## config.mk

```make
export PLATFORM = sky130hd
export DESIGN_NAME = interrupt_control_config
export DESIGN_NICKNAME = d
export VERILOG_FILES = /design/src/logic/intctl_pkg.sv /design/src/logic/interrupt_control_config.sv /design/src/logic/edge_detect.sv /design/src/logic/prox_check.sv
export VERILOG_INCLUDE_DIRS = /design/src /design/src/logic
export SDC_FILE = /design/constraint.sdc
export NUM_CORES = 1
export LEC_CHECK = 0
export BUFFER_PORTS_ARGS = -buffer_cell sky130_fd_sc_hd__buf_2
export CELL_PAD_IN_SITES_DETAIL_PLACEMENT = 1
export CELL_PAD_IN_SITES_GLOBAL_PLACEMENT = 1
export CORE_UTILIZATION = 37
export CTS_BUF_LIST = sky130_fd_sc_hd__clkbuf_16
export DETAILED_ROUTE_END_ITERATION = 8
export PLACE_DENSITY = 0.94
export SYNTH_ARGS = -nofsm -noshare
export SYNTH_HDL_FRONTEND = slang
export SYNTH_HIERARCHICAL = 1
export SYNTH_SLANG_ARGS = --single-unit
```

## constraint.sdc

```tcl
create_clock -name clk_sys -period 4.3 [get_ports clk_sys]
set_input_delay 0 -clock clk_sys [delete_from_list [all_inputs] [get_ports clk_sys]]
set_output_delay 0 -clock clk_sys [all_outputs]
set_load 0.05 [all_outputs]
```

## src/logic/intctl_regs.svh

```systemverilog
/*
 * register offsets, field positions, reset values and field widths for
 * the interrupt control configuration block.
 * assumes a plain register port with byte offsets and 32-bit data.
 */
`ifndef INTCTL_REGS_SVH
`define INTCTL_REGS_SVH

// register offsets (byte addresses)
`define OFS_INTERRUPT_CONTROL 8'h00
`define OFS_EVENT_STATUS 8'h04
`define OFS_EVENT_MASK 8'h08
`define OFS_PROX_STATE 8'h0C

// field positions inside interrupt_control
`define POS_MULTI_VECTOR 12
`define POS_THRESH_HI 10
`define POS_THRESH_LO 8
`define POS_EDGE_HI 4
`define POS_EDGE_LO 0

// writable bits of interrupt_control; the rest read zero
`define CTRL_WRITE_MASK 32'h0000_171F
`define CTRL_RESET 32'h0000_0000

// field widths
`define NUM_EXT_IRQ 5
`define THRESH_W 3
`define PRIO_W 3

// event status bits
`define EVT_W 6
`define EVT_PROX 5

`endif

```

## src/logic/intctl_pkg.sv

```systemverilog
/*
 * types shared by the interrupt control configuration block.
 * assumes the register header is compiled alongside.
 */
package intctl_pkg;

	// delivery scheme to the core
	typedef enum logic [0:0] {
		DELIV_SINGLE = 1'b0,
		DELIV_MULTI = 1'b1
	} delivery_e;

	// register port request
	typedef struct packed {
		logic [7:0] addr;
		logic [31:0] wdata;
		logic wr;
		logic rd;
	} reg_req_s;

	// a pending interrupt as presented for proximity checking
	typedef struct packed {
		logic valid;
		logic [2:0] group_prio;
	} prio_req_s;

endpackage

```

## src/logic/interrupt_control_config.sv

```systemverilog
/*
 * configuration register of an interrupt controller: delivery scheme,
 * proximity timer threshold and external interrupt edge polarity, with
 * a sticky event status, mask and one level interrupt output.
 * assumes a plain register port synchronous to clk_sys, one strobe a
 * cycle, and external inputs already synchronous.
 */
`include "intctl_regs.svh"

module interrupt_control_config (
	input wire logic clk_sys,
	input wire logic resetn,
	input intctl_pkg::reg_req_s reg_req,
	output logic [31:0] rdata,
	input wire logic [4:0] ext_irq,
	input intctl_pkg::prio_req_s prio_req,
	output intctl_pkg::delivery_e delivery_mode,
	output logic [2:0] proximity_timer_threshold,
	output logic [4:0] ext_irq_event,
	output logic proximity_start,
	output logic irq
);
	import intctl_pkg::*;

	// state of this module; edge_detect and prox_check hold their own
	typedef struct packed {
		logic [31:0] interrupt_control; // only writable bits ever set
		logic [5:0] status; // sticky events
		logic [5:0] mask; // one enables the event onto irq
		logic [31:0] rdata; // read data, valid the cycle after rd
		logic irq; // registered interrupt level
		logic [4:0] evt; // registered edge events out
		logic prox; // registered proximity start
	} top_state_s;

	top_state_s st_q, st_d;

	logic [4:0] edge_pulse; // edges found under current polarity
	logic prox_pulse; // proximity start decision
	logic [5:0] events; // all event sources this cycle

	// field helpers
	function automatic logic [2:0] thresh_of(input logic [31:0] r);
		return r[`POS_THRESH_HI:`POS_THRESH_LO];
	endfunction

	function automatic logic [4:0] edges_of(input logic [31:0] r);
		return r[`POS_EDGE_HI:`POS_EDGE_LO];
	endfunction

	// edge detection for the five external inputs
	edge_detect u_edge (
		.clk_sys(clk_sys),
		.resetn(resetn),
		.level_in(ext_irq),
		.rising_sel(edges_of(st_q.interrupt_control)),
		.edge_pulse(edge_pulse)
	);

	// proximity start decision from the threshold field
	prox_check u_prox (
		.clk_sys(clk_sys),
		.resetn(resetn),
		.threshold(thresh_of(st_q.interrupt_control)),
		.req(prio_req),
		.start_pulse(prox_pulse)
	);

	assign events = {prox_pulse, edge_pulse};

	// register port, status capture and interrupt level
	always_comb begin
		logic wr_ctrl;
		logic wr_stat;
		logic [5:0] clr;
		wr_ctrl = 1'b0;
		wr_stat = 1'b0;
		clr = 6'h00;
		st_d = st_q;
		st_d.rdata = 32'h0000_0000;
		wr_ctrl = reg_req.wr && (reg_req.addr == `OFS_INTERRUPT_CONTROL);
		wr_stat = reg_req.wr && (reg_req.addr == `OFS_EVENT_STATUS);
		// writes touch only implemented bits
		if (wr_ctrl) begin
			st_d.interrupt_control = reg_req.wdata &
				`CTRL_WRITE_MASK;
		end
		if (reg_req.wr && (reg_req.addr == `OFS_EVENT_MASK)) begin
			st_d.mask = reg_req.wdata[5:0];
		end
		if (wr_stat) begin
			clr = reg_req.wdata[5:0];
		end
		// a new event beats a clear in the same cycle
		st_d.status = (st_q.status & ~clr) | events;
		// reads: unmapped offsets return zero
		if (reg_req.rd) begin
			unique case (reg_req.addr)
				`OFS_INTERRUPT_CONTROL: begin
					st_d.rdata = st_q.interrupt_control &
						`CTRL_WRITE_MASK;
				end
				`OFS_EVENT_STATUS: begin
					st_d.rdata = {26'h000_0000, st_q.status};
				end
				`OFS_EVENT_MASK: begin
					st_d.rdata = {26'h000_0000, st_q.mask};
				end
				`OFS_PROX_STATE: begin
					st_d.rdata = {31'h0000_0000, st_q.prox};
				end
				default: begin
					st_d.rdata = 32'h0000_0000;
				end
			endcase
		end
		st_d.irq = |(st_d.status & st_d.mask);
		st_d.evt = edge_pulse;
		st_d.prox = prox_pulse;
	end

	// reset leaves single vectoring, timer off, all falling edge
	always_ff @(posedge clk_sys) begin
		if (!resetn) begin
			st_q <= '0;
		end else begin
			st_q <= st_d;
		end
	end

	// mode output straight from the stored bit
	assign delivery_mode =
		delivery_e'(st_q.interrupt_control[`POS_MULTI_VECTOR]);
	assign proximity_timer_threshold = thresh_of(st_q.interrupt_control);
	assign ext_irq_event = st_q.evt;
	assign proximity_start = st_q.prox;
	assign irq = st_q.irq;
	assign rdata = st_q.rdata;
endmodule // interrupt_control_config

```

## src/logic/edge_detect.sv

```systemverilog
/*
 * per-input edge detector with selectable polarity.
 * assumes inputs are synchronous to clk_sys.
 */
module edge_detect (
	input wire logic clk_sys,
	input wire logic resetn,
	input wire logic [4:0] level_in,
	input wire logic [4:0] rising_sel,
	output logic [4:0] edge_pulse
);
	import intctl_pkg::*;

	typedef struct packed {
		logic [4:0] prev;
		logic [4:0] pulse;
	} ed_state_s;

	ed_state_s st_q, st_d;

	// a one selects rising, a zero falling, per input
	always_comb begin
		st_d = st_q;
		st_d.prev = level_in;
		st_d.pulse = (rising_sel & level_in & ~st_q.prev) |
			(~rising_sel & ~level_in & st_q.prev);
	end

	// prev resets low: reset polarity is falling, which needs prev high,
	// so no false fall can follow reset whatever level the pin idles at
	always_ff @(posedge clk_sys) begin
		if (!resetn) begin
			st_q <= '{prev: 5'h00, pulse: 5'h00};
		end else begin
			st_q <= st_d;
		end
	end

	assign edge_pulse = st_q.pulse;
endmodule // edge_detect

```

## src/logic/prox_check.sv

```systemverilog
/*
 * decides whether a pending interrupt's group priority starts the
 * proximity timer under the current threshold code.
 * assumes the request is synchronous to clk_sys.
 */
module prox_check (
	input wire logic clk_sys,
	input wire logic resetn,
	input wire logic [2:0] threshold,
	input intctl_pkg::prio_req_s req,
	output logic start_pulse
);
	import intctl_pkg::*;

	typedef struct packed {
		logic start;
	} pc_state_s;

	pc_state_s st_q, st_d;

	// code 0 disables, 1 matches priority 1 only, else prio <= code
	function automatic logic starts(input logic [2:0] code,
		input logic [2:0] prio);
		logic r;
		r = 1'b0;
		if (code == 3'h0) begin
			r = 1'b0;
		end else if (code == 3'h1) begin
			r = (prio == 3'h1);
		end else begin
			r = (prio <= code);
		end
		return r;
	endfunction

	// registered so the output is clean
	always_comb begin
		st_d.start = req.valid && starts(threshold, req.group_prio);
	end

	always_ff @(posedge clk_sys) begin
		if (!resetn) begin
			st_q <= '{start: 1'b0};
		end else begin
			st_q <= st_d;
		end
	end

	assign start_pulse = st_q.start;
endmodule // prox_check

```

==> flow_metrics.env, run 1 <==
export IMPL_outcome="complete, but fails checks"
export IMPL_violations="hold timing"
export IMPL_path_clk_slew_ns=0.06
export IMPL_reg2reg_depth=5
export IMPL_coreArea_sq_um=5921
export IMPL_finalMaxSlewViolations=0
export IMPL_ioPinCount=96
export IMPL_cp_arrival_ns=1.90
export IMPL_synth_compound_area_share_pct=6.866
export IMPL_p_clk_share_pct=46.9
export IMPL_track_usage_pct=16.16
export IMPL_swShare_pct=22.90
export IMPL_ys_flop_type="dfxtp_1"
export IMPL_wl_um=4801
export IMPL_min_delay_start="reg_req[14]"
export IMPL_overflow=0
export IMPL_skew_ns=0.003098
export IMPL_setup_viol=0
export IMPL_synth_simple_area_share_pct=21.37
export IMPL_min_to="delivery_mode$_SDFFE_PN0P_"
export IMPL_grt_antenna_before_repair=0
export IMPL_crit_path_end_kind="flop"
export IMPL_remaining_drc_errors=0
export IMPL_fin_crit_ns=1.718
export IMPL_period_share_pct=39.95
export IMPL_n_fill_cell=689
export IMPL_postLayoutSetupSlackWorst_ns=2.582
export IMPL_yosys_warnings=6
export IMPL_setup_worst_path_class="input port to flop"
export IMPL_cts_tree="done"
export IMPL_synth_seq_cells=49
export IMPL_detail_route_first_pass_iterations=4
export IMPL_synth_distinct_cells=34
export IMPL_dpl_hpwl_um=3479
export IMPL_grt_max_degree=47
export IMPL_synth_mux_area_share_pct=9.413
export IMPL_grt_util_met3_pct=5.341
export IMPL_seqPwrFrac_pct=43.5
export IMPL_layout_common_cells="51 x buf_2, 49 x dfxtp_1, 22 x conb_1, 20 x nor2b_1, 19 x mux2i_1"
export IMPL_met2_usage_pct=29.57
export IMPL_initialDrtViolationCount=44
export IMPL_crit_start="reg_req[35]"
export IMPL_max_slew_worst_pin_slew_ns=0.7256
export IMPL_timing_setup_tns_ns=0
export IMPL_drv_cap=0
export IMPL_clk_insertion_delay_late_ns=0.29
export IMPL_crit_path_max_fanout=10
export IMPL_num_rows=28
export IMPL_drtAntennaViolNets=0
export IMPL_slew_headroom_pct=51.26
export IMPL_gr_max_usage_layer="met2"
export IMPL_hold_path_class="input port to flop"
export IMPL_wl_per_cell_um=14.16
export IMPL_nets=319
export IMPL_routed_via_density=4.811
export IMPL_layout_drive_gt1_share_pct=26.52
export IMPL_io_buffers=51
export IMPL_numCtsBuffers=5
export IMPL_reg2reg_from="proximity_timer_threshold[2]$_SDFFE_PN0P_"
export IMPL_syn_inst=227
export IMPL_synthXorXnorAreaFrac_pct=0
export IMPL_grt_pass1_wl_um=7831
export IMPL_cts_buffer_depth=2
export IMPL_hold_violations=1
export IMPL_pwr_density_cell_nw_per_um2=410.5
export IMPL_async_flop_share_pct=0
export IMPL_dp_slack_ns=2.302
export IMPL_fmax_mhz=582.1
export IMPL_vdd_drop_max_mv=0.2128
export IMPL_power_internal_mw=0.8204
export IMPL_areaGrowthSynthToFinish_pct=14.73
export IMPL_gp_congestion=0.7620
export IMPL_holdPathStages=3
export IMPL_synth_top_family_by_area="simple AND/OR/NAND/NOR gates"
export IMPL_final_common_cell="buf_2"
export IMPL_start_kind="input port"
export IMPL_clock_root_buffer="clkbuf_16"
export IMPL_clock_sinks=49
export IMPL_timing_rr_end="u_prox/start_pulse$_SDFF_PN0_"
export IMPL_synth_adder_area_share_pct=1.661
export IMPL_netSwitchingPower_mw=0.2437
export IMPL_rsz0062_at_grt="false"
export IMPL_dieWidth_um=80.15
export IMPL_grt_pass1_vias=1706
export IMPL_hold_slack_ns=-0.002698
export IMPL_syn_cell_area_sq_um=2260
export IMPL_htreeDepth=2
export IMPL_synth_edf_count=0
export IMPL_die_area_sq_um=6424
export IMPL_synth_seq_area_share_pct=43.41
export IMPL_start_util_pct=38.17
export IMPL_r2r_setup_slack_ns=2.97
export IMPL_post_cts_buffers=0
export IMPL_synth_avg_cell_area_sq_um=9.954
export IMPL_die_h_um=80.15
export IMPL_antennaDiodeCount=0
export IMPL_dr_total_vias=1631
export IMPL_cp_required_ns=4.48
export IMPL_combPwrFrac_pct=9.6
export IMPL_use_met1_pct=17.11
export IMPL_p_leak_nw=1.217
==> worst max path at each step <==
stage / depth (start not counted) / endpoint / slack (ns)
6_report: 5 / delivery_mode$_SDFFE_PN0P_ / 2.58
5_1_grt: 5 / proximity_timer_threshold[0]$_SDFFE_PN0P_ / 2.48
4_1_cts: 5 / delivery_mode$_SDFFE_PN0P_ / 2.59
3_5_place_dp: 5 / st_q[51]$_SDFFE_PN0P_ / 2.30
3_3_place_gp: 5 / st_q[52]$_SDFFE_PN0P_ / 2.40
2_1_floorplan: 6 / irq$_SDFF_PN0_ / 2.90
==> through the flow <==
stage                     area, sq um  hold slack (ns)  cells  power, mW  util, %
final                            2592        -0.002698    339      1.064    43.79
after detailed placement         2312           0.2233    322     0.5689    39.05
after floorplan                  2338           0.1008    248     0.5618        -
after global routing             2592          0.01311    339      1.095    43.79
after CTS                        2592         0.004240    339      1.073    43.79
after global placement           2312           0.2199    322     0.5658    39.05
==> worst max-delay path, cell delays in order <==
cell and delay, ns:
buf_2 0.12, nor4_4 0.68, nand3_1 0.69, mux2i_1 0.34, nor2b_1 0.07
==> power by group through the flow <==
| stage | Combinational (mW) | Clock [mW] | Sequential (mW) |
|---|---|---|---|
| 4_1_cts | 0.102 | 0.508 | 0.463 |
| 3_3_place_gp | 0.0930 | 0 | 0.473 |
| 3_5_place_dp | 0.0955 | 0 | 0.473 |
| 5_1_grt | 0.110 | 0.522 | 0.463 |
| 6_report | 0.102 | 0.499 | 0.463 |
| 2_1_floorplan | 0.0895 | 0 | 0.472 |
==> cells in the mapped netlist, types with 2 or more instances <==
library cell,instances,share of area [%]
ha_1,3,1.7
o31ai_1,5,1.7
and3_1,4,1.1
nor2_1,11,1.8
nand4b_1,5,1.9
dfxtp_1,49,43
buf_4,45,15
and2_2,5,1.7
nand4_1,7,1.9
inv_1,3,0.50
a21oi_1,12,2.7
nor2b_1,20,5.5
o22ai_1,3,0.83
mux2i_1,19,8.4
and2b_1,2,0.66
and2_1,7,1.9
clkbuf_1,3,0.50
buf_2,3,0.66
nand2_1,6,1.0
==> area by class of cell <==
type	instances	area (sq um)	area share [%]
Sequential cell	49	980.9	37.84
Multi-Input combinational cell	144	970.9	37.45
Tap cell	75	93.84	3.620
Clock inverter	3	65.06	2.510
Inverter	3	11.26	0.4344
Timing Repair Buffer	60	345.3	13.32
Clock buffer	5	125.1	4.826
==> flip-flops by register name, summed over array words and instances, names as in the netlist <==
| register | flops |
|---|---|
| u_edge/edge_pulse | 5 |
| ext_irq_event | 5 |
| proximity_timer_threshold | 3 |
| u_prox/start_pulse | 1 |
| st_q | 17 |
| rdata | 10 |
| irq | 1 |
| u_edge/st_q | 5 |
| delivery_mode | 1 |
| proximity_start | 1 |
==> cells by family after synthesis <==
family / count (synthesis)
other: 1
AOI/OAI and AO/OA: 25
and+or+nand+nor: 74
muxes: 20
buffers and inverters: 55
DFF: 49
adders and majority gates: 3
==> repair_timing <==
action,CTS,global route
endpoints found under the hold margin,14,0
hold buffers,9,0
gates resized for setup,0,0
==> metal layers <==
metal  part of all wire, %  wire [um]
met3                   5.5        263
met5                     0          0
met2                    51       2437
met1                    42       2018
met4                   1.7         81
No activity file was read; power rests on OpenSTA's default activity.
==> run 2: changes to the inputs <==
--- a/config.mk
+++ b/config.mk
@@ -9,10 +9,10 @@
 export BUFFER_PORTS_ARGS = -buffer_cell sky130_fd_sc_hd__buf_2
 export CELL_PAD_IN_SITES_DETAIL_PLACEMENT = 1
 export CELL_PAD_IN_SITES_GLOBAL_PLACEMENT = 1
-export CORE_UTILIZATION = 37
+export CORE_UTILIZATION = 35
 export CTS_BUF_LIST = sky130_fd_sc_hd__clkbuf_16
 export DETAILED_ROUTE_END_ITERATION = 8
-export PLACE_DENSITY = 0.94
+export PLACE_DENSITY = 0.9
 export SYNTH_ARGS = -nofsm -noshare
 export SYNTH_HDL_FRONTEND = slang
 export SYNTH_HIERARCHICAL = 1
==> constraint.sdc (replaced) <==
create_clock -name clk_sys -period 1.6 [get_ports clk_sys]
set_input_delay 0 -clock clk_sys [delete_from_list [all_inputs] [get_ports clk_sys]]
set_output_delay 0 -clock clk_sys [all_outputs]
set_load 0.05 [all_outputs]
==> flow_metrics.env, run 2 (synthesis results as in run 1) <==
export IMPL_start_util_pct=37.28
export IMPL_clk_insertion_delay_late_ns=0.29
export IMPL_drv_cap=0
export IMPL_fin_crit_ns=1.296
export IMPL_hold_violations=0
export IMPL_fin_cells=348
export IMPL_final_common_cell="buf_2"
export IMPL_setup_viol=0
export IMPL_die_area_sq_um=6782
export IMPL_clock_sinks=49
export IMPL_fmax_mhz=771.4
export IMPL_io_buffers=51
export IMPL_wl_um=4958
export IMPL_detail_route_first_pass_iterations=4
export IMPL_num_rows=28
export IMPL_cp_common_cell="a21oi_1"
export IMPL_outcome="completed"
export IMPL_routed_via_density=4.641
export IMPL_n_fill_cell=726
export IMPL_crit_chain="inv_1 > ha_1 > a21oi_1 > o21ai_0 > a21oi_1"
export IMPL_antennaDiodeCount=0
export IMPL_cpMaxStageDelayCell="dfxtp_1"
export IMPL_dr_total_vias=1615
export IMPL_ioPinCount=96
export IMPL_hold_slack_ns=0.01127
export IMPL_grt_pass1_wl_um=7941
export IMPL_p_leak_nw=1.261
export IMPL_remaining_drc_errors=0
export IMPL_path_clk_slew_ns=0.07
export IMPL_vdd_drop_max_mv=0.4809
export IMPL_die_h_um=82.35
export IMPL_finalMaxSlewViolations=0
export IMPL_layout_drive_gt1_share_pct=28.94
export IMPL_layout_common_cells="51 x buf_2, 49 x dfxtp_1, 22 x conb_1, 20 x nor2b_1, 19 x mux2i_1"
export IMPL_areaGrowthSynthToFinish_pct=17.72
export IMPL_post_cts_buffers=0
export IMPL_crit_path_end_kind="flop"
export IMPL_setup_worst_path_class="flop to flop"
export IMPL_start_kind="flop"
export IMPL_nets=328
export IMPL_crit_path_max_fanout=5
export IMPL_multiInputGateArea_sq_um=970.9
export IMPL_regMostFlops="st_q"
export IMPL_grt_pass1_vias=1676
export IMPL_largest_reg_flops=17
export IMPL_grt_antenna_before_repair=0
export IMPL_skew_ns=0.008892
export IMPL_period_share_pct=81.02
export IMPL_rsz0062_at_grt="false"
export IMPL_cp_required_ns=1.82
export IMPL_track_usage_pct=16.08
export IMPL_numCtsBuffers=5
export IMPL_design_area_sq_um=2660
export IMPL_cp_arrival_ns=1.52
export IMPL_cts_buffer_depth=2
export IMPL_clock_root_buffer="clkbuf_16"
export IMPL_place_area_sq_um=2380
export IMPL_ff_latch_area_sq_um=980.9
export IMPL_crit_start="proximity_timer_threshold[2]$_SDFFE_PN0P_"
export IMPL_overflow=0
export IMPL_pwr_density_cell_nw_per_um2=1077
export IMPL_gp_congestion=0.7219
export IMPL_slowest_delay_ns=0.41
export IMPL_reg2reg_from="proximity_timer_threshold[2]$_SDFFE_PN0P_"
export IMPL_grt_max_degree=31
export IMPL_htreeDepth=2
export IMPL_initialDrtViolationCount=59
export IMPL_drtAntennaViolNets=0
export IMPL_dpl_hpwl_um=3574
export IMPL_coreArea_sq_um=6061
export IMPL_cts_tree="done"
export IMPL_dp_cells=331
export IMPL_timing_setup_tns_ns=0
export IMPL_wl_per_cell_um=14.25
export IMPL_dieWidth_um=82.35
export IMPL_min_delay_start="reg_req[14]"
export IMPL_hold_path_class="input port to flop"
run 2: cell types whose count changed in the layout (fill, tap and decap cells not counted):
cell   previous run  this run
buf_4             0         9
run 2: critical path: cells and delay by family (launching register included):
family	cells	cell delay [ns]
DFF	1	0.41
buffers and inverters	1	0.09
adders and majority gates	1	0.33
AOI/OAI and AO/OA	3	0.40
run 2: path summary, 6_finish.rpt:
kind	endpoint	slack [ns]	cells after the start
min	delivery_mode$_SDFFE_PN0P_	0.01	3
max	u_prox/start_pulse$_SDFF_PN0_	0.30	5
min reg2reg	u_edge/edge_pulse[1]$_SDFF_PN0_	0.46	2
max reg2reg	u_prox/start_pulse$_SDFF_PN0_	0.30	5
run 2: metal layers:
layer  wire [um]  part of all wire (%)  up-vias  track usage [%]
met1        2036                    41      763            17.82
met5           0                     0        -                0
li1            -                     -      799                -
met3         287                   5.8        5            4.176
met2        2581                    52       48            30.08
met4          53                   1.1        0            4.211
run 2: area by class of cell:
type	instances	area share, %
well taps	75	3.528
clock buffers	5	4.704
flip-flops and latches	49	36.88
clock inverters	3	2.446
multi-input cells	144	36.50
repair buffers	69	15.52
inverters	3	0.4233
run 2: what timing repair did:
item	in CTS	in global routing
endpoints found under the setup margin	0	0
resized for setup	0	0
hold buffers	9	0
endpoints found under the hold margin	14	0
run 2: through the flow:
stage | setup WS [ns] | power, mW | utilization, %
floorplan | 0.2033 | 1.510 | -
global placement | 0.1070 | 1.533 | 39.27
detailed placement | 0.06727 | 1.542 | 39.27
CTS | 0.3263 | 2.887 | 43.89
global route | 0.1711 | 2.967 | 43.89
finish | 0.3036 | 2.866 | 43.89
run 2: power breakdown:
group	switching, mW	internal, mW
clock network	0.441	0.892
logic	0.202	0.0858
registers	0.00758	1.24
